## config.mk

```make
export PLATFORM = sky130hd
export DESIGN_NAME = cddf_framer
export DESIGN_NICKNAME = d
export VERILOG_FILES = /design/src/cddf_pkg.sv /design/src/cddf_bit_tx.sv /design/src/cddf_framer.sv
export SDC_FILE = /design/constraint.sdc
export NUM_CORES = 1
export LEC_CHECK = 0
export ABC_AREA = 1
export BUFFER_PORTS_ARGS = -buffer_cell sky130_fd_sc_hd__buf_2
export CORE_MARGIN = 1
export CORE_UTILIZATION = 25
export CTS_BUF_LIST = sky130_fd_sc_hd__clkbuf_8
export CTS_CLUSTER_DIAMETER = 120
export DETAILED_ROUTE_END_ITERATION = 16
export GPL_TIMING_DRIVEN = 1
export PLACE_DENSITY_LB_ADDON = 0.2
export SLEW_MARGIN = 15
export SYNTH_ARGS = -nofsm -noshare
export SYNTH_HDL_FRONTEND = slang
export SYNTH_SLANG_ARGS = --single-unit
```

## constraint.sdc

```tcl
create_clock -name clk -period 1.96 [get_ports clk]
set_input_delay 0 -clock clk [delete_from_list [all_inputs] [get_ports clk]]
set_output_delay 0 -clock clk [all_outputs]
set_load 0.01 [all_outputs]
```

## src/cddf_pkg.sv

```systemverilog
// constants, types and symbol coding for the clock/data digit framer
// assumes one 50 MHz clock; the panel samples the lines on the clock fall
//
// Notes on behaviour
// - five bits: four lsb first, odd parity
// - decimal content digits are zero to nine
// - eleven start, thirteen separator, fifteen stop
// - config bit seven low: stripe style format
// - config bit seven high: raw hex digits
// - config bits three-two select digit translation
// - code 00 drops digits above nine
// - code 01 turns them into separators
// - code 10 sends two decimal digits each
// - code 11 sends separator then value mod ten
// - stripe frame opens with sixteen zero bits
// - start sentinel precedes the content digits
// - stop sentinel follows the content digits
// - check digit xors start and content digits
// - stripe frame closes with sixteen zero bits
// - raw frame has no runs, sentinels, check
// - lines idle high, clock low, data inverted
// - bit is three equal phases, about 1 ms
package cddf_pkg;

	// ----------------------------------------
	// timing
	// ----------------------------------------
	localparam int CLK_MHZ   = 50;
	localparam int PHASE_US  = 330;
	localparam int PHASE_CYC = PHASE_US * CLK_MHZ;
	localparam int PHASE_W   = 16;

	// ----------------------------------------
	// configuration byte and led inputs
	// ----------------------------------------
	localparam int         CFG_RAW_BIT = 7;
	localparam int         CFG_XL_HI   = 3;
	localparam int         CFG_XL_LO   = 2;
	localparam logic [1:0] XL_DROP     = 2'h0;
	localparam logic [1:0] XL_SEP      = 2'h1;
	localparam logic [1:0] XL_DEC2     = 2'h2;
	localparam logic [1:0] XL_SEPMOD   = 2'h3;
	localparam int         LED_RED     = 0;
	localparam int         LED_GREEN   = 1;
	localparam int         LED_NUM     = 2;

	// ----------------------------------------
	// digits and symbols
	// ----------------------------------------
	localparam logic [3:0] DIG_ZERO  = 4'h0;
	localparam logic [3:0] DIG_ONE   = 4'h1;
	localparam logic [3:0] DIG_MAX   = 4'h9;
	localparam logic [3:0] DIG_TEN   = 4'ha;
	localparam logic [3:0] DIG_START = 4'hb;
	localparam logic [3:0] DIG_SEP   = 4'hd;
	localparam logic [3:0] DIG_STOP  = 4'hf;
	localparam int         PAT_W     = 16;
	localparam logic [4:0] LEN_SYM   = 5'h05;
	localparam logic [4:0] LEN_RUN   = 5'h10;

	typedef struct packed
	{
		logic [PAT_W-1:0] pat;
		logic [4:0]       len;
	} cddf_sym_type;

	typedef struct packed
	{
		logic       last;
		logic [3:0] value;
	} cddf_digit_type;

	typedef enum logic [2:0]
	{
		ST_IDLE    = 3'h0,
		ST_LEAD    = 3'h1,
		ST_START   = 3'h3,
		ST_CONTENT = 3'h2,
		ST_STOP    = 3'h6,
		ST_LRC     = 3'h7,
		ST_TRAIL   = 3'h5,
		ST_DONE    = 3'h4
	} cddf_frame_state_type;

	typedef enum logic [1:0]
	{
		PH_IDLE  = 2'h0,
		PH_SETUP = 2'h1,
		PH_LOW   = 2'h3,
		PH_HOLD  = 2'h2
	} cddf_phase_type;

	// four data bits lsb first, then odd parity
	function automatic cddf_sym_type cddf_encode(input logic [3:0] d);
		cddf_sym_type s;
		s.pat = {11'h000, ~^d, d};
		s.len = LEN_SYM;
		return s;
	endfunction

endpackage
```

## src/cddf_bit_tx.sv

```systemverilog
// bit serializer driving the clock and data lines of the link
// assumes the framer holds off a new request until done_ff pulses
module cddf_bit_tx #(
	parameter int PHASE_CYCLES = cddf_pkg::PHASE_CYC
)
(
	input  logic                   clk,
	input  logic                   reset_n,
	input  logic                   req,
	input  cddf_pkg::cddf_sym_type sym,
	output logic                   done_ff,
	output logic                   line_clk_ff,
	output logic                   line_data_ff
);
	import cddf_pkg::*;

	// ----------------------------------------
	// phase sequencing
	// ----------------------------------------
	cddf_phase_type     phase_ff;
	cddf_phase_type     nxt_phase;
	logic [PAT_W-1:0]   shift_ff;
	logic [PAT_W-1:0]   nxt_shift;
	logic [4:0]         left_ff;
	logic [4:0]         nxt_left;
	logic [PHASE_W-1:0] cnt_ff;
	logic [PHASE_W-1:0] low_cnt_ff;

	wire                phase_end     = (cnt_ff == PHASE_W'(PHASE_CYCLES - 1));
	wire                last_bit      = (left_ff == 5'h01);
	wire [PHASE_W-1:0]  nxt_cnt       = (phase_ff == PH_IDLE || phase_end) ? '0 : cnt_ff + 1'b1;
	wire                nxt_done      = (phase_ff == PH_HOLD) && phase_end && last_bit;
	wire                nxt_line_clk  = (nxt_phase != PH_LOW);
	wire                nxt_line_data = (nxt_phase == PH_IDLE) | ~nxt_shift[0];
	wire [PHASE_W-1:0]  nxt_low_cnt   = line_clk_ff ? '0 : low_cnt_ff + 1'b1;

	always_comb
	begin
		nxt_phase = phase_ff;
		nxt_shift = shift_ff;
		nxt_left  = left_ff;
		case (phase_ff)
			PH_IDLE:
			begin
				if (req)
				begin
					nxt_phase = PH_SETUP;
					nxt_shift = sym.pat;
					nxt_left  = sym.len;
				end
			end
			PH_SETUP:
			begin
				if (phase_end)
					nxt_phase = PH_LOW;
			end
			PH_LOW:
			begin
				if (phase_end)
					nxt_phase = PH_HOLD;
			end
			PH_HOLD:
			begin
				if (phase_end)
				begin
					nxt_shift = shift_ff >> 1;
					nxt_left  = left_ff - 5'h01;
					nxt_phase = last_bit ? PH_IDLE : PH_SETUP;
				end
			end
			default:
				nxt_phase = PH_IDLE;
		endcase
	end

	// ----------------------------------------
	// registers; clock active low, data inverted
	// ----------------------------------------
	always_ff @(posedge clk)
	begin
		if (!reset_n)
		begin
			phase_ff     <= PH_IDLE;
			shift_ff     <= '0;
			left_ff      <= '0;
			cnt_ff       <= '0;
			low_cnt_ff   <= '0;
			done_ff      <= 1'b0;
			line_clk_ff  <= 1'b1;
			line_data_ff <= 1'b1;
		end
		else
		begin
			phase_ff     <= nxt_phase;
			shift_ff     <= nxt_shift;
			left_ff      <= nxt_left;
			cnt_ff       <= nxt_cnt;
			low_cnt_ff   <= nxt_low_cnt;
			done_ff      <= nxt_done;
			line_clk_ff  <= nxt_line_clk;
			line_data_ff <= nxt_line_data;
		end
	end

	// ----------------------------------------
	// checks
	// ----------------------------------------
	chk_idle_lines_high: assert property (
		@(posedge clk) disable iff (!reset_n)
		(phase_ff == PH_IDLE) |-> (line_clk_ff && line_data_ff))
		else $error("lines not high while idle");

	chk_low_phase_len: assert property (
		@(posedge clk) disable iff (!reset_n)
		$rose(line_clk_ff) |-> (low_cnt_ff == PHASE_W'(PHASE_CYCLES)))
		else $error("clock low phase has wrong length");

	chk_data_steady_low: assert property (
		@(posedge clk) disable iff (!reset_n)
		(!line_clk_ff && !$past(line_clk_ff)) |-> $stable(line_data_ff))
		else $error("data moved while clock low");

endmodule

```

## src/cddf_framer.sv

```systemverilog
// clock/data digit framer: translates card digits and frames them
// assumes digit source on clk; led inputs and panel are asynchronous
module cddf_framer #(
	parameter int PHASE_CYCLES = cddf_pkg::PHASE_CYC
)
(
	input  logic                     clk,
	input  logic                     reset_n,
	input  logic                     frame_start,
	input  logic [7:0]               cfg,
	input  logic                     digit_valid,
	input  cddf_pkg::cddf_digit_type digit,
	input  logic [1:0]               led_req_n,
	output logic                     digit_ready_ff,
	output logic                     busy_ff,
	output logic                     line_clk_ff,
	output logic                     line_data_ff,
	output logic [1:0]               led_on_ff
);
	import cddf_pkg::*;

	// ----------------------------------------
	// state
	// ----------------------------------------
	cddf_frame_state_type state_ff;
	cddf_frame_state_type nxt_state;
	logic [7:0]           cfg_ff;
	logic [3:0]           q0_ff;
	logic [3:0]           q1_ff;
	logic [1:0]           qcnt_ff;
	logic                 qlast_ff;
	logic [3:0]           lrc_ff;
	logic                 wait_ff;
	logic                 tx_req_ff;
	cddf_sym_type         tx_sym_ff;
	logic [3:0]           nxt_q0;
	logic [3:0]           nxt_q1;
	logic [1:0]           nxt_qcnt;
	logic                 nxt_qlast;
	logic [3:0]           nxt_lrc;
	logic                 issue;
	cddf_sym_type         nxt_sym;
	logic [1:0]           t_cnt;
	logic [3:0]           t0;
	logic [3:0]           t1;
	logic                 tx_done;

	// ----------------------------------------
	// decode
	// ----------------------------------------
	wire       raw_mode    = cfg_ff[CFG_RAW_BIT];
	wire [1:0] xl_code     = cfg_ff[CFG_XL_HI:CFG_XL_LO];
	wire       can_issue   = !wait_ff;
	wire       take        = digit_ready_ff && digit_valid;
	wire [3:0] dval        = digit.value;
	wire       dig_big     = (dval > DIG_MAX);
	wire [3:0] dig_mod     = dval - DIG_TEN;
	wire       start_ok    = frame_start && (state_ff == ST_IDLE);
	wire       nxt_wait    = issue | (wait_ff & ~tx_done);
	wire       nxt_busy    = (nxt_state != ST_IDLE);
	wire       nxt_ready   = (nxt_state == ST_CONTENT) && (nxt_qcnt == 2'h0) && !nxt_qlast;
	wire [3:0] after_state = raw_mode ? 4'h0 : 4'h1;
	wire       go_stop     = (after_state != 4'h0);

	// ----------------------------------------
	// digit translation
	// ----------------------------------------
	always_comb
	begin
		t_cnt = 2'h1;
		t0    = dval;
		t1    = DIG_ZERO;
		if (raw_mode)
		begin
			t_cnt = 2'h1;
		end
		else if (xl_code == XL_DEC2)
		begin
			t_cnt = 2'h2;
			t0    = dig_big ? DIG_ONE : DIG_ZERO;
			t1    = dig_big ? dig_mod : dval;
		end
		else if (dig_big)
		begin
			case (xl_code)
				XL_DROP:
				begin
					t_cnt = 2'h0;
				end
				XL_SEP:
				begin
					t0 = DIG_SEP;
				end
				XL_SEPMOD:
				begin
					t_cnt = 2'h2;
					t0    = DIG_SEP;
					t1    = dig_mod;
				end
				default:
				begin
					t_cnt = 2'h0;
				end
			endcase
		end
	end

	// ----------------------------------------
	// frame sequencing
	// ----------------------------------------
	always_comb
	begin
		nxt_state = state_ff;
		nxt_q0    = q0_ff;
		nxt_q1    = q1_ff;
		nxt_qcnt  = qcnt_ff;
		nxt_qlast = qlast_ff;
		nxt_lrc   = lrc_ff;
		issue     = 1'b0;
		nxt_sym   = tx_sym_ff;
		case (state_ff)
			ST_IDLE:
			begin
				if (start_ok)
				begin
					nxt_lrc   = DIG_ZERO;
					nxt_qlast = 1'b0;
					nxt_qcnt  = 2'h0;
					nxt_state = cfg[CFG_RAW_BIT] ? ST_CONTENT : ST_LEAD;
				end
			end
			ST_LEAD:
			begin
				if (can_issue)
				begin
					issue       = 1'b1;
					nxt_sym.pat = '0;
					nxt_sym.len = LEN_RUN;
					nxt_state   = ST_START;
				end
			end
			ST_START:
			begin
				if (can_issue)
				begin
					issue     = 1'b1;
					nxt_sym   = cddf_encode(DIG_START);
					nxt_lrc   = lrc_ff ^ DIG_START;
					nxt_state = ST_CONTENT;
				end
			end
			ST_CONTENT:
			begin
				if (take)
				begin
					nxt_q0    = t0;
					nxt_q1    = t1;
					nxt_qcnt  = t_cnt;
					nxt_qlast = digit.last;
					if (t_cnt == 2'h0 && digit.last)
						nxt_state = go_stop ? ST_STOP : ST_DONE;
				end
				else if (qcnt_ff != 2'h0 && can_issue)
				begin
					issue    = 1'b1;
					nxt_sym  = cddf_encode(q0_ff);
					nxt_lrc  = lrc_ff ^ q0_ff;
					nxt_q0   = q1_ff;
					nxt_qcnt = qcnt_ff - 2'h1;
					if (qcnt_ff == 2'h1 && qlast_ff)
						nxt_state = go_stop ? ST_STOP : ST_DONE;
				end
			end
			ST_STOP:
			begin
				if (can_issue)
				begin
					issue     = 1'b1;
					nxt_sym   = cddf_encode(DIG_STOP);
					nxt_state = ST_LRC;
				end
			end
			ST_LRC:
			begin
				if (can_issue)
				begin
					issue     = 1'b1;
					nxt_sym   = cddf_encode(lrc_ff);
					nxt_state = ST_TRAIL;
				end
			end
			ST_TRAIL:
			begin
				if (can_issue)
				begin
					issue       = 1'b1;
					nxt_sym.pat = '0;
					nxt_sym.len = LEN_RUN;
					nxt_state   = ST_DONE;
				end
			end
			ST_DONE:
			begin
				if (!wait_ff)
					nxt_state = ST_IDLE;
			end
			default:
			begin
				nxt_state = ST_IDLE;
			end
		endcase
	end

	// ----------------------------------------
	// registers
	// ----------------------------------------
	always_ff @(posedge clk)
	begin
		if (!reset_n)
		begin
			state_ff       <= ST_IDLE;
			cfg_ff         <= '0;
			q0_ff          <= '0;
			q1_ff          <= '0;
			qcnt_ff        <= '0;
			qlast_ff       <= 1'b0;
			lrc_ff         <= '0;
			wait_ff        <= 1'b0;
			tx_req_ff      <= 1'b0;
			tx_sym_ff      <= '0;
			digit_ready_ff <= 1'b0;
			busy_ff        <= 1'b0;
		end
		else
		begin
			state_ff       <= nxt_state;
			cfg_ff         <= start_ok ? cfg : cfg_ff;
			q0_ff          <= nxt_q0;
			q1_ff          <= nxt_q1;
			qcnt_ff        <= nxt_qcnt;
			qlast_ff       <= nxt_qlast;
			lrc_ff         <= nxt_lrc;
			wait_ff        <= nxt_wait;
			tx_req_ff      <= issue;
			tx_sym_ff      <= nxt_sym;
			digit_ready_ff <= nxt_ready;
			busy_ff        <= nxt_busy;
		end
	end

	// ----------------------------------------
	// line serializer
	// ----------------------------------------
	cddf_bit_tx #(
		.PHASE_CYCLES (PHASE_CYCLES)
	) u_bit_tx (
		.clk          (clk),
		.reset_n      (reset_n),
		.req          (tx_req_ff),
		.sym          (tx_sym_ff),
		.done_ff      (tx_done),
		.line_clk_ff  (line_clk_ff),
		.line_data_ff (line_data_ff)
	);

	// ----------------------------------------
	// led inputs, low lights the indicator
	// ----------------------------------------
	genvar i;
	generate
		for (i = 0; i < LED_NUM; i++)
		begin : g_led
			logic meta_ff;
			logic sync_ff;
			always_ff @(posedge clk)
			begin
				if (!reset_n)
				begin
					meta_ff      <= 1'b1;
					sync_ff      <= 1'b1;
					led_on_ff[i] <= 1'b0;
				end
				else
				begin
					meta_ff      <= led_req_n[i];
					sync_ff      <= meta_ff;
					led_on_ff[i] <= ~sync_ff;
				end
			end
		end
	endgenerate

	// ----------------------------------------
	// checks
	// ----------------------------------------
	chk_symbol_odd_parity: assert property (
		@(posedge clk) disable iff (!reset_n)
		(tx_req_ff && tx_sym_ff.len == LEN_SYM) |-> (^tx_sym_ff.pat[4:0]))
		else $error("symbol parity is not odd");

	chk_lead_zero_run: assert property (
		@(posedge clk) disable iff (!reset_n)
		(tx_req_ff && $past(state_ff) == ST_LEAD)
			|-> (tx_sym_ff.pat == '0 && tx_sym_ff.len == LEN_RUN && state_ff == ST_START))
		else $error("leading run malformed");

	chk_start_sentinel: assert property (
		@(posedge clk) disable iff (!reset_n)
		(tx_req_ff && $past(state_ff) == ST_START) |-> (tx_sym_ff == cddf_encode(DIG_START)))
		else $error("start sentinel wrong");

	chk_stop_sentinel: assert property (
		@(posedge clk) disable iff (!reset_n)
		(tx_req_ff && $past(state_ff) == ST_STOP)
			|-> (tx_sym_ff == cddf_encode(DIG_STOP) && state_ff == ST_LRC))
		else $error("stop sentinel wrong");

	chk_stripe_decimal: assert property (
		@(posedge clk) disable iff (!reset_n)
		(tx_req_ff && !raw_mode && $past(state_ff) == ST_CONTENT)
			|-> (tx_sym_ff.pat[3:0] <= DIG_MAX || tx_sym_ff.pat[3:0] == DIG_SEP))
		else $error("non decimal digit in stripe frame");

	chk_raw_no_framing: assert property (
		@(posedge clk) disable iff (!reset_n)
		(raw_mode && state_ff != ST_IDLE) |-> (state_ff == ST_CONTENT || state_ff == ST_DONE))
		else $error("raw frame entered framing state");

	chk_busy_lines_idle: assert property (
		@(posedge clk) disable iff (!reset_n)
		!busy_ff |-> (line_clk_ff && line_data_ff && !wait_ff))
		else $error("line active while not busy");

endmodule

```

==> results.toml <==
[critical_path]
crit_chain = "ha_1, nand3_2, nor2_4, nand3_4, nand2_4, inv_2, o21ai_0, a21oi_1"
startpoint_type = "flip-flop"
critPathCaptureType = "flip-flop"
critical_path_class = "reg2reg"
max_stage_delay_ns = 0.36
critPathTopFamily = "simple AND/OR/NAND/NOR gates"
worstPathRequired_ns = 2.21
critPathBufInv = 1
path_max_fanout = 13
cp_data_arrival_time_ns = 1.95
crit_path_top_delay_cell = "dfxtp_1"

[clocking]
root_buffer = "clkbuf_8"
worstSkewPairLatency_ns = 0.36
clk_pin_slew_ns = 0.08
cts_buffers = 9
htree_levels = 3
cts.path.max_buffers = 2
cts_tree = "yes"
clock-sinks = 79

[sta]
setup_viol_count_final = 0
worst_slack_ns = 0.268
rsz0062_at_grt = "false"
slew_viol_final = 0
tightestPinTransition_ns = 0.642
fmax_mhz = 591
fin_skew_ns = 0.00771
post-route-period-util_pct = 86.3
relSlewSlack_pct = 57.2
fin_crit_ns = 1.69
tns_ns = 0
hold_viol = 0

[logic_synthesis]
synth.top_cell.area_share_pct = 40.2
syn-instance-count = 546
yosys.cell_types.count = 45
synth-seq-cells = 79
ys_warn_count = 0
synthAdderAreaFrac_pct = 1.91
synthTopCellsByArea = "dfxtp_1 (40%), nand2_1 (10%), inv_1 (6.4%), nor2_1 (5.5%), a21oi_1 (4.6%)"
synth_area_per_cell_um2 = 7.21
synth_top_area_cell = "dfxtp_1"
synth-simple-area-share_pct = 32.3
synth_xor_xnor_area_share_pct = 1.56
yosys-mux-area-fraction_pct = 0
synth.cell_area_mm2 = 0.00394
ys_seq_area_share_pct = 40.2
synth_top_family_by_area = "simple AND/OR/NAND/NOR gates"
synth-compound-area-share_pct = 14.8
synthesis.nets = 571

[global_routing]
grt_pass1_wl_mm = 15.2
antenna_found_initial = 0
grt_usage_pct = 11.8
grt_pass1_vias = 3307
grt_max_degree = 21
overflow = 0

[power_and_ir_drop]
ir_drop_mv = 0.362
p_leak_nw = 1.79
power.density_mw_per_mm2 = 751

[place]
pre_cts_slack_ns = 0.267
numPortBuffers = 19
dpl_cell_area_mm2 = 0.00429
dp_hpwl_mm = 6.60
gp_congestion = 0.815

[drt]
dr.pass1.iters = 5
remaining_drc_errors = 0
antenna_left = 0
initialDrtViolationCount = 187
avgRoutedWirePerCell_um = 11.2
viasPerCell = 4.40
vias = 3493
wl_mm = 8.87

[layout]
num_antenna_cells = 0
syn2layout_area_growth_pct = 16.4
n_fill_cell = 1667
drive_gt1_share_pct = 14.8
fin_util_pct = 30.0
design_area_mm2 = 0.00458
final_nets = 603

[floorplan]
start_util_pct = 25.8
io_pins = 25
num_rows = 45
dieWidth_um = 127
die-area_mm2 = 0.0163
die_y_um = 127
core-area_mm2 = 0.0153

[outcome]
status = "completed"

[job]
cap_violations = 0

[hold_path]
hp-class = "in2reg"
-- cells in the mapped netlist (all sizes together) --
cell type,number
xor2,2
xnor2,5
nor4,2
a21oi,37
o2111ai,2
and3,1
or2,6
o21ai,39
nand2b,3
a31oi,10
nor3b,1
a211oi,2
nor3,19
nand2,118
nand3,34
nor2,71
o211a,2
nand4,6
nand3b,3
o31ai,3
ha,6
o221ai,1
o21a,2
inv,74
o22ai,2
clkbuf,4
dfxtp,79
o21bai,2
buf,10
-- per-layer routing --
metal  up-vias  share of wire [%]  track usage (%)
li1       1843                  -                -
met3         8                4.0             4.02
met4         0                1.1             3.15
met2        46                 47             20.4
met5         -                  0                0
met1      1596                 47             13.9
-- timing repair --
item / CTS / global route
setup buffers: 0 / 0
hold endpoints to repair: 7 / 0
hold buffers: 7 / 0
gates resized for setup: 0 / 0
setup endpoints to repair: 0 / 0
-- cell usage in the layout (no fill, tap or decap), types with 8 or more instances in the layout --
| cell | instances |
|---|---|
| a21oi_1 | 36 |
| inv_1 | 68 |
| buf_2 | 19 |
| o21ai_0 | 29 |
| nor3_1 | 17 |
| nor2_1 | 58 |
| nand2_1 | 110 |
| o21ai_1 | 9 |
| a31oi_1 | 10 |
| buf_4 | 8 |
| nand3_1 | 31 |
| nor2_4 | 9 |
| clkbuf_8 | 10 |
| dfxtp_1 | 79 |
-- path summary, 6_finish.rpt --
kind,slack (ns),from,cells after the start,end
worst min register to register,0.39,g_led[0].sync_ff,1,led_on_ff[0]
worst max register to register,0.27,u_bit_tx.cnt_ff[0],8,u_bit_tx.left_ff[0]
worst max-delay path,0.27,u_bit_tx.cnt_ff[0],8,u_bit_tx.left_ff[0]
worst min-delay path,0.03,reset_n,3,u_bit_tx.line_data_ff
-- cell type report --
type                            instances  area (µm²)  area share (%)
Multi-Input combinational cell        379        1990            43.4
Clock inverter                          6        85.1            1.86
Timing Repair Buffer                   35         245            5.35
Sequential cell                        79        1580            34.5
Inverter                               74         278            6.06
Clock buffer                           10         138            3.00
Tap cell                              211         264            5.76
-- per-stage QoR --
stage	total power, mW	hold WS (ns)	cells
finish	3.44	0.0264	794
CTS	3.51	0.00978	794
global placement	2.11	0.186	771
detailed placement	2.11	0.189	771
global route	3.63	0.0241	794
floorplan	2.00	0.107	546
-- tightest hold or removal path, stage by stage --
cell	delay, ns
buf_2	0.11
buf_4	0.17
nand3_1	0.08
-- registers in the layout (all words and copies together), names as in the netlist, 3 cells and up --
| register | count |
|---|---|
| u_bit_tx.cnt_ff | 16 |
| u_bit_tx.shift_ff | 15 |
| tx_sym_ff | 7 |
| u_bit_tx.left_ff | 5 |
| lrc_ff | 4 |
| q0_ff | 4 |
| q1_ff | 4 |
| cfg_ff | 3 |
| state_ff | 3 |
-- report_power, final --
group | internal, mW | leakage (nW) | switching [mW]
clock | 0.747 | 0.114 | 0.614
combinational | 0.140 | 1.04 | 0.247
sequential | 1.65 | 0.640 | 0.0415
-- cell families (layout without fill, tap and decap cells) --
kind of cell | Yosys count | in the layout
AO/OA/AOI/OAI | 102 | 102
XOR/XNOR | 7 | 7
adder cells (fa/ha/maj) | 6 | 6
buffers and inverters | 88 | 125
flip-flops | 79 | 79
AND/OR/NAND/NOR | 264 | 264
(Power assumes the default switching activity.)
